$ cat src/verilog/seac_pkg.sv
// Constants and types for the serial configuration memory access controller.
// Assumes a single primary clock; all timing is counted in its cycles.
package seac_pkg;

   // Register offsets in configuration space
   localparam logic [11:0] SEAC_CTRL_OFS      = 12'h87C;
   localparam logic [11:0] SEAC_ADDR_DATA_OFS = 12'h880;

   // Control register field positions
   localparam int SEAC_START_BIT    = 0;
   localparam int SEAC_AUTO_OK_BIT  = 4;
   localparam int SEAC_AUTO_DIS_BIT = 5;
   localparam int SEAC_RATE_LSB     = 6;
   localparam int SEAC_STATUS_LSB   = 8;
   localparam int SEAC_CMD_LSB      = 16;
   localparam int SEAC_SIZE_BIT     = 31;

   // Reset values
   localparam logic [1:0]  SEAC_RATE_RESET   = 2'h1;
   localparam logic [7:0]  SEAC_STATUS_RESET = 8'h00;
   localparam logic [7:0]  SEAC_CMD_RESET    = 8'h00;
   localparam logic [15:0] SEAC_WORD_RESET   = 16'h0000;

   // Memory command codes
   localparam logic [7:0] SEAC_CMD_WRSR  = 8'h01;
   localparam logic [7:0] SEAC_CMD_WRITE = 8'h02;
   localparam logic [7:0] SEAC_CMD_READ  = 8'h03;
   localparam logic [7:0] SEAC_CMD_WRDI  = 8'h04;
   localparam logic [7:0] SEAC_CMD_RDSR  = 8'h05;
   localparam logic [7:0] SEAC_CMD_WREN  = 8'h06;
   localparam logic [7:0] SEAC_CMD_ERASE = 8'hC7;

   // Serial clock: primary clock divided by four, half high and half low
   localparam logic [1:0] SEAC_DIV_RISE = 2'h1;
   localparam logic [1:0] SEAC_DIV_LAST = 2'h3;

   // Frame lengths in bits
   localparam logic [5:0] SEAC_FRAME_OP   = 6'h08;
   localparam logic [5:0] SEAC_FRAME_STS  = 6'h10;
   localparam logic [5:0] SEAC_FRAME_NARW = 6'h28;
   localparam logic [5:0] SEAC_FRAME_WIDE = 6'h30;

   // Autoload reads this word and expects this marker (value is arbitrary)
   localparam logic [15:0] SEAC_AUTO_ADDR = 16'h0000;
   localparam logic [15:0] SEAC_AUTO_SIG  = 16'h5A3C;

   typedef enum logic [1:0] {
      SEAC_BOOT,
      SEAC_AUTO,
      SEAC_IDLE,
      SEAC_RUN
   } seac_state_t;

endpackage

$ cat src/verilog/seac_spi_engine.sv
// Serial shift engine: sends a left-aligned frame MSB first and captures input.
// Assumes the caller holds start for one cycle only while the engine is idle.
`timescale 1ns/1ps
module seac_spi_engine
   import seac_pkg::*;
(
   input  wire logic        ref_clk_in,  // Primary clock
   input  wire logic        resetn_in,   // Async reset, active low
   input  wire logic        start_in,    // Launch a frame
   input  wire logic [5:0]  nbits_in,    // Frame length in bits
   input  wire logic [47:0] tx_in,       // Frame, MSB first
   output logic             busy_out,    // Frame in progress
   output logic             done_out,    // Frame finished pulse
   output logic [15:0]      rx_out,      // Last 16 bits captured
   output logic             sck_out,     // Serial clock
   output logic             cs_n_out,    // Chip select, active low
   output logic             mosi_out,    // Serial data out
   input  wire logic        miso_in      // Serial data in
);

   logic        active, next_active;
   logic [1:0]  div, next_div;
   logic [5:0]  cnt, next_cnt;
   logic [47:0] sh, next_sh;
   logic [15:0] rx, next_rx;
   logic        sck, next_sck;
   logic        done, next_done;
   logic        cs_n, next_cs_n;

   always_comb begin
      next_active = active;
      next_div    = div;
      next_cnt    = cnt;
      next_sh     = sh;
      next_rx     = rx;
      next_sck    = sck;
      next_done   = 1'b0;
      if (!active) begin
         if (start_in) begin
            next_active = 1'b1;
            next_sh     = tx_in;
            next_cnt    = nbits_in;
            next_div    = 2'h0;
         end
      end else begin
         next_div = div + 2'h1;
         if (div == SEAC_DIV_RISE) begin
            next_sck = 1'b1;
            next_rx  = {rx[14:0], miso_in};
         end
         if (div == SEAC_DIV_LAST) begin
            next_sck = 1'b0;
            next_sh  = {sh[46:0], 1'b0};
            next_cnt = cnt - 6'h01;
            if (cnt == 6'h01) begin
               next_active = 1'b0;
               next_done   = 1'b1;
            end
         end
      end
      next_cs_n = !next_active;
   end

   always_ff @(posedge ref_clk_in or negedge resetn_in) begin
      if (!resetn_in) begin
         active <= 1'b0;
         div    <= 2'h0;
         cnt    <= 6'h00;
         sh     <= 48'h0;
         rx     <= 16'h0000;
         sck    <= 1'b0;
         done   <= 1'b0;
         cs_n   <= 1'b1;
      end else begin
         active <= next_active;
         div    <= next_div;
         cnt    <= next_cnt;
         sh     <= next_sh;
         rx     <= next_rx;
         sck    <= next_sck;
         done   <= next_done;
         cs_n   <= next_cs_n;
      end
   end

   assign busy_out = active;
   assign done_out = done;
   assign rx_out   = rx;
   assign sck_out  = sck;
   assign cs_n_out = cs_n;
   assign mosi_out = sh[47];
endmodule

$ cat src/verilog/seac_ctrl.sv
// Serial configuration memory access controller, upstream port registers.
// Assumes a simple config-space port: one-cycle write and read strobes.
// How it works
// - Writing 1 to control bit 0 starts the memory cycle chosen by the command field.
// - Control bit 4 reads 1 only after a successful autoload, else 0.
// - Autoload is skipped when control bit 5 is 1 and done when it is 0.
// - The serial clock is the primary clock divided by four, rate field 7:6 resets to 01b.
// - Control bits 15:8 show the memory status byte, reset 00h.
// - Command 01h writes and 05h reads the memory status register.
// - Command 06h enables writes and 04h disables writes in the memory.
// - Command C7h erases the whole memory.
// - Command 02h writes a data word and 03h reads one.
// - Control bit 31 selects 24-bit addressing for memories above 64K.
// - Address/data bits 15:0 hold the targeted location, reset zero.
// - Address/data bits 31:16 hold the word sent on writes and returned on reads.
// - The two registers sit at 87Ch and 880h of upstream configuration space.
`timescale 1ns/1ps
module seac_ctrl
   import seac_pkg::*;
(
   input  wire logic        ref_clk_in,    // Primary clock
   input  wire logic        resetn_in,     // Async reset, active low
   input  wire logic        cfg_wr_in,     // Config write strobe
   input  wire logic        cfg_rd_in,     // Config read strobe
   input  wire logic [11:0] cfg_addr_in,   // Config byte offset
   input  wire logic [31:0] cfg_wdata_in,  // Config write data
   output logic [31:0]      cfg_rdata_out, // Config read data
   output logic             cfg_rvalid_out,// Read data valid pulse
   output logic             mem_sck_out,   // Memory serial clock
   output logic             mem_cs_n_out,  // Memory select, active low
   output logic             mem_mosi_out,  // Data to memory
   input  wire logic        mem_miso_in    // Data from memory
);

   seac_state_t st, next_st;
   logic        start, next_start;
   logic        auto_ok, next_auto_ok;
   logic        auto_dis, next_auto_dis;
   logic [1:0]  rate, next_rate;
   logic [7:0]  status, next_status;
   logic [7:0]  cmd, next_cmd;
   logic        size, next_size;
   logic [15:0] maddr, next_maddr;
   logic [15:0] mdata, next_mdata;
   logic [31:0] rdata, next_rdata;
   logic        rvalid, next_rvalid;
   logic        eng_start, next_eng_start;
   logic [5:0]  eng_nbits, next_eng_nbits;
   logic [47:0] eng_tx, next_eng_tx;
   logic        eng_busy;
   logic        eng_done;
   logic [15:0] eng_rx;
   logic [31:0] ctrl_word;

   assign ctrl_word = {size, 7'h00, cmd, status, rate, auto_dis, auto_ok, 3'h0, start};

   always_comb begin
      logic        fr_ok;
      logic [5:0]  fr_bits;
      logic [47:0] fr_tx;
      fr_ok   = 1'b1;
      fr_bits = SEAC_FRAME_OP;
      fr_tx   = 48'h0;
      unique case (cmd)
         SEAC_CMD_WREN, SEAC_CMD_WRDI: begin
            fr_tx = {cmd, 40'h0};
         end
         SEAC_CMD_ERASE: begin
            fr_tx = {cmd, 40'h0};
         end
         SEAC_CMD_WRSR: begin
            fr_bits = SEAC_FRAME_STS;
            fr_tx   = {cmd, mdata[7:0], 32'h0};
         end
         SEAC_CMD_RDSR: begin
            fr_bits = SEAC_FRAME_STS;
            fr_tx   = {cmd, 40'h0};
         end
         SEAC_CMD_WRITE, SEAC_CMD_READ: begin
            if (size) begin
               fr_bits = SEAC_FRAME_WIDE;
               fr_tx   = {cmd, 8'h00, maddr, mdata};
            end else begin
               fr_bits = SEAC_FRAME_NARW;
               fr_tx   = {cmd, maddr, mdata, 8'h00};
            end
         end
         default: begin
            fr_ok = 1'b0;
         end
      endcase

      next_st        = st;
      next_start     = start;
      next_auto_ok   = auto_ok;
      next_auto_dis  = auto_dis;
      next_rate      = rate;
      next_status    = status;
      next_cmd       = cmd;
      next_size      = size;
      next_maddr     = maddr;
      next_mdata     = mdata;
      next_eng_start = 1'b0;
      next_eng_nbits = eng_nbits;
      next_eng_tx    = eng_tx;
      next_rvalid    = cfg_rd_in;
      next_rdata     = 32'h0;

      if (cfg_rd_in) begin
         if (cfg_addr_in == SEAC_CTRL_OFS) begin
            next_rdata = ctrl_word;
         end else if (cfg_addr_in == SEAC_ADDR_DATA_OFS) begin
            next_rdata = {mdata, maddr};
         end
      end

      if (cfg_wr_in && cfg_addr_in == SEAC_CTRL_OFS) begin
         if (!start) begin
            next_start = cfg_wdata_in[SEAC_START_BIT];
         end
         next_auto_dis = cfg_wdata_in[SEAC_AUTO_DIS_BIT];
         next_rate     = cfg_wdata_in[SEAC_RATE_LSB +: 2];
         next_cmd      = cfg_wdata_in[SEAC_CMD_LSB +: 8];
         next_size     = cfg_wdata_in[SEAC_SIZE_BIT];
      end
      if (cfg_wr_in && cfg_addr_in == SEAC_ADDR_DATA_OFS) begin
         next_maddr = cfg_wdata_in[15:0];
         next_mdata = cfg_wdata_in[31:16];
      end

      unique case (st)
         SEAC_BOOT: begin
            // A control write on the first edge after reset can still skip the load
            if (next_auto_dis) begin
               next_auto_ok = 1'b0;
               next_st      = SEAC_IDLE;
            end else begin
               next_eng_start = 1'b1;
               next_eng_nbits = SEAC_FRAME_NARW;
               next_eng_tx    = {SEAC_CMD_READ, SEAC_AUTO_ADDR, 24'h0};
               next_st        = SEAC_AUTO;
            end
         end
         SEAC_AUTO: begin
            if (eng_done) begin
               next_auto_ok = (eng_rx == SEAC_AUTO_SIG);
               next_st      = SEAC_IDLE;
            end
         end
         SEAC_IDLE: begin
            if (start) begin
               if (fr_ok) begin
                  next_eng_start = 1'b1;
                  next_eng_nbits = fr_bits;
                  next_eng_tx    = fr_tx;
                  next_st        = SEAC_RUN;
               end else begin
                  next_start = 1'b0;
               end
            end
         end
         SEAC_RUN: begin
            if (eng_done) begin
               if (cmd == SEAC_CMD_RDSR) begin
                  next_status = eng_rx[7:0];
               end
               if (cmd == SEAC_CMD_READ) begin
                  next_mdata = eng_rx;
               end
               next_start = 1'b0;
               next_st    = SEAC_IDLE;
            end
         end
      endcase
   end

   always_ff @(posedge ref_clk_in or negedge resetn_in) begin
      if (!resetn_in) begin
         st        <= SEAC_BOOT;
         start     <= 1'b0;
         auto_ok   <= 1'b0;
         auto_dis  <= 1'b0;
         rate      <= SEAC_RATE_RESET;
         status    <= SEAC_STATUS_RESET;
         cmd       <= SEAC_CMD_RESET;
         size      <= 1'b0;
         maddr     <= SEAC_WORD_RESET;
         mdata     <= SEAC_WORD_RESET;
         rdata     <= 32'h0;
         rvalid    <= 1'b0;
         eng_start <= 1'b0;
         eng_nbits <= 6'h00;
         eng_tx    <= 48'h0;
      end else begin
         st        <= next_st;
         start     <= next_start;
         auto_ok   <= next_auto_ok;
         auto_dis  <= next_auto_dis;
         rate      <= next_rate;
         status    <= next_status;
         cmd       <= next_cmd;
         size      <= next_size;
         maddr     <= next_maddr;
         mdata     <= next_mdata;
         rdata     <= next_rdata;
         rvalid    <= next_rvalid;
         eng_start <= next_eng_start;
         eng_nbits <= next_eng_nbits;
         eng_tx    <= next_eng_tx;
      end
   end

   assign cfg_rdata_out  = rdata;
   assign cfg_rvalid_out = rvalid;

   seac_spi_engine u_engine (
      .ref_clk_in (ref_clk_in),
      .resetn_in  (resetn_in),
      .start_in   (eng_start),
      .nbits_in   (eng_nbits),
      .tx_in      (eng_tx),
      .busy_out   (eng_busy),
      .done_out   (eng_done),
      .rx_out     (eng_rx),
      .sck_out    (mem_sck_out),
      .cs_n_out   (mem_cs_n_out),
      .mosi_out   (mem_mosi_out),
      .miso_in    (mem_miso_in)
   );
endmodule

$ cat config.mk
export PLATFORM = sky130hd
export DESIGN_NAME = seac_ctrl
export DESIGN_NICKNAME = d
export VERILOG_FILES = /design/src/verilog/seac_pkg.sv /design/src/verilog/seac_spi_engine.sv /design/src/verilog/seac_ctrl.sv
export SDC_FILE = /design/constraint.sdc
export NUM_CORES = 1
export LEC_CHECK = 0
export ABC_CLOCK_PERIOD_IN_PS = 2450
export BUFFER_PORTS_ARGS = -buffer_cell sky130_fd_sc_hd__buf_2
export CORE_MARGIN = 4
export CORE_UTILIZATION = 45
export CTS_CLUSTER_SIZE = 30
export DETAILED_ROUTE_END_ITERATION = 8
export SLEW_MARGIN = 15
export SYNTH_ARGS = -nofsm -noshare
export SYNTH_HDL_FRONTEND = slang
export SYNTH_SLANG_ARGS = --single-unit
export TNS_END_PERCENT = 5
$ cat constraint.sdc
create_clock -name ref_clk_in -period 2.45 [get_ports ref_clk_in]
set_clock_uncertainty 0.15 [all_clocks]
set_input_delay 0.49 -clock ref_clk_in [delete_from_list [all_inputs] [get_ports ref_clk_in]]
set_output_delay 0.49 -clock ref_clk_in [all_outputs]
set_load 0.05 [all_outputs]
==> metrics.cfg <==
[logic_synthesis]
ys_async_sr_fraction_pct=100
synthTopCellsByArea=dfrtp_1 55%, mux2i_1 9.3%, mux2_2 6.5%
synth.ff_latch_count=217
avgSynthCellArea_um2=12.0
netlist_area_um2=9760
ys_seq_area_share_pct=55.7
synth_top_area_share_pct=55.1
yosys_warnings=0
synth_area_leader_cell=dfrtp_1
syn_inst=814
synth_edf_count=0
syn-num-nets=867
yosys_most_used_dff=dfrtp_1
synth_cell_types=49

[sta]
tns_ns=0
final_max_slew_viol_count=0
fin_crit_ns=2.34
rsz0062_at_grt=false
fin_crit_sh_pct=95.6
setup_viol_count_final=0
slew_headroom_pct=61.1
max_freq_mhz=427
hold_viol_final=0
worst_pin_slew_ns=0.583

[critical_path]
cp-endpoint=eng_tx[18]
critPathCaptureType=register
worstSetupStartpoint=cfg_addr_in[1]
rr_startpoint=cmd[7]
path_max_fanout=15
crit_arrival_ns=2.58
r2r-end=eng_tx[0]
rr_worst_depth=5
reg2reg_slack_ns=0.17
startpoint_type=primary input
cp.required_ns=2.69
path_class=in2reg

[floorplan]
initial_core_util_pct=46.1
io_pins=85
fp.dieW_um=155
die_h_um=155
rows=53
die_area_um2=24100
core_um2=21200

[power]
p_per_area_nw_per_um2=647
max-vdd-ir-drop_mv=0.527
p_leak_nw=5.40

[cells_and_area]
fillers=1819
finalNonFillerCells=1208
antenna_cells=0
drive_above_1_share_pct=28.7
layout_commonest_cell=dfrtp_1
seq_area_um2=5430
syn_to_final_growth_pct=18.8
multi_input_area_um2=4080
layout.nets=969
final_cell_mix=214 x dfrtp_1, 91 x mux2i_1, 83 x nand2_1, 83 x buf_2, 67 x o21ai_0

[clock_tree]
hold_buffers=1
cts_tree=yes
cts_buffers=24
root_buffer=clkbuf_16
cts.repair.resized=0
cts_setup_buffers=0
clock-sinks=217
htreeDepth=1
path_clk_slew_ns=0.06
insertion_delay_ns=0.51
clock_path_buffers=3

[grt]
grt_max_degree=95
grt_first_pass_wirelength_um=37100
grt_pass1_vias=6416
grt_antenna_before_repair=0
grt_remaining_overflow=0
track_usage_pct=19.2

[detailed_routing]
drt_wl_total_um=22900
vias=6348
firstDrtPassIters=4
vias_per_cell=5.25
route.detailed.drc=0
drt-initial-drc-count=421
ant_nets=0
wl_per_cell_um=18.9

[placement]
place.gp.congestion=0.938
io_buffers=84
dp.cells=1164
dp.final_hpwl_um=16200

[run]
drv_cap=0

[hold_path]
hold_path_class=in2reg

[outcome]
outcome=completed

metrics by stage:
step | hold slack, ns | cell area [um2] | setup slack, ns | utilization (%) | power [mW]
3_5_place_dp | 0.314 | 10800 | -0.394 | 50.9 | 3.87
5_1_grt | 0.0520 | 11600 | 0.00125 | 54.8 | 7.75
3_3_place_gp | 0.311 | 10800 | -0.407 | 50.9 | 3.87
6_report | 0.0653 | 11600 | 0.107 | 54.8 | 7.50
2_1_floorplan | 0.0444 | 9760 | -0.185 | - | 3.71
4_1_cts | 0.0475 | 11600 | 0.102 | 54.8 | 7.59
worst min path at each step:
| stage | from | to | slack, ns | cells after the start |
|---|---|---|---|---|
| after floorplan | resetn_in | auto_dis | 0.04 | 0 |
| after global placement | u_engine.sh[27] | u_engine.sh[27] | 0.31 | 2 |
| after detailed placement | resetn_in | u_engine.sh[9] | 0.31 | 1 |
| after CTS | cfg_wdata_in[15] | maddr[15] | 0.05 | 2 |
| after global routing | cfg_wdata_in[15] | maddr[15] | 0.05 | 2 |
| final | mem_miso_in | u_engine.rx_out[0] | 0.07 | 2 |
registers in the layout, summed over array words and instances, names as in the netlist, 6 cells and up:
| register | count |
|---|---|
| cmd | 8 |
| mdata | 16 |
| u_engine.sh | 48 |
| u_engine.rx_out | 16 |
| u_engine.cnt | 6 |
| eng_tx | 48 |
| maddr | 16 |
| cfg_rdata_out | 32 |
| status | 8 |
per-layer routing:
layer | part of all wire [%] | wire [um] | global-route usage (%) | vias up
li1 | - | - | - | 3054
met1 | 48 | 10900 | 28.8 | 3137
met2 | 45 | 10400 | 28.9 | 119
met3 | 4.1 | 927 | 2.95 | 38
met4 | 3.0 | 687 | 5.96 | 0
met5 | 0 | 0 | 0 | -
kinds of logic after synthesis:
group	after synthesis	share of synthesized area [%]
multiplexers	190	22.3
buffers and inverters	61	2.86
XOR/XNOR	5	0.449
AO/OA/AOI/OAI	119	7.21
AND/OR/NAND/NOR	218	11.0
adder cells (fa/ha/maj)	4	0.513
flip-flops	217	55.7
worst max-delay path: stages:
cell	delay, ns
buf_2	0.10
or4_4	0.55
nor4_4	0.22
mux2i_1	0.35
o22a_2	0.34
buf_12	0.20
mux2_1	0.34
cell usage after synthesis, drive strengths merged (2+ instances only):
master    n
nand2    83
nor2b    24
nor4b     3
o22ai     2
and3     22
ha        4
nor3b     2
a211oi    2
nor2     48
xnor2     2
nand2b    7
dfstp     2
o21ai    69
and2      5
nor3      5
inv       9
nand3b    2
o31ai     2
nand3     2
nor4      5
mux2     99
xor2      3
clkbuf   39
nand4     3
dfrtp   215
a22oi    30
or4       3
mux2i    91
buf      13
a21oi     7
where the power goes:
| group | internal (mW) | switching [mW] |
|---|---|---|
| registers | 3.60 | 0.0173 |
| clock network | 2.30 | 1.39 |
| logic | 0.0671 | 0.118 |
cell type report:
class / instances / area share [%]
repair buffers: 128 / 7.66
clock inverters: 5 / 0.864
well taps: 275 / 2.97
flip-flops and latches: 217 / 46.9
clock buffers: 38 / 6.16
inverters: 9 / 0.291
multi-input cells: 536 / 35.2
(Power assumes the default switching activity.)
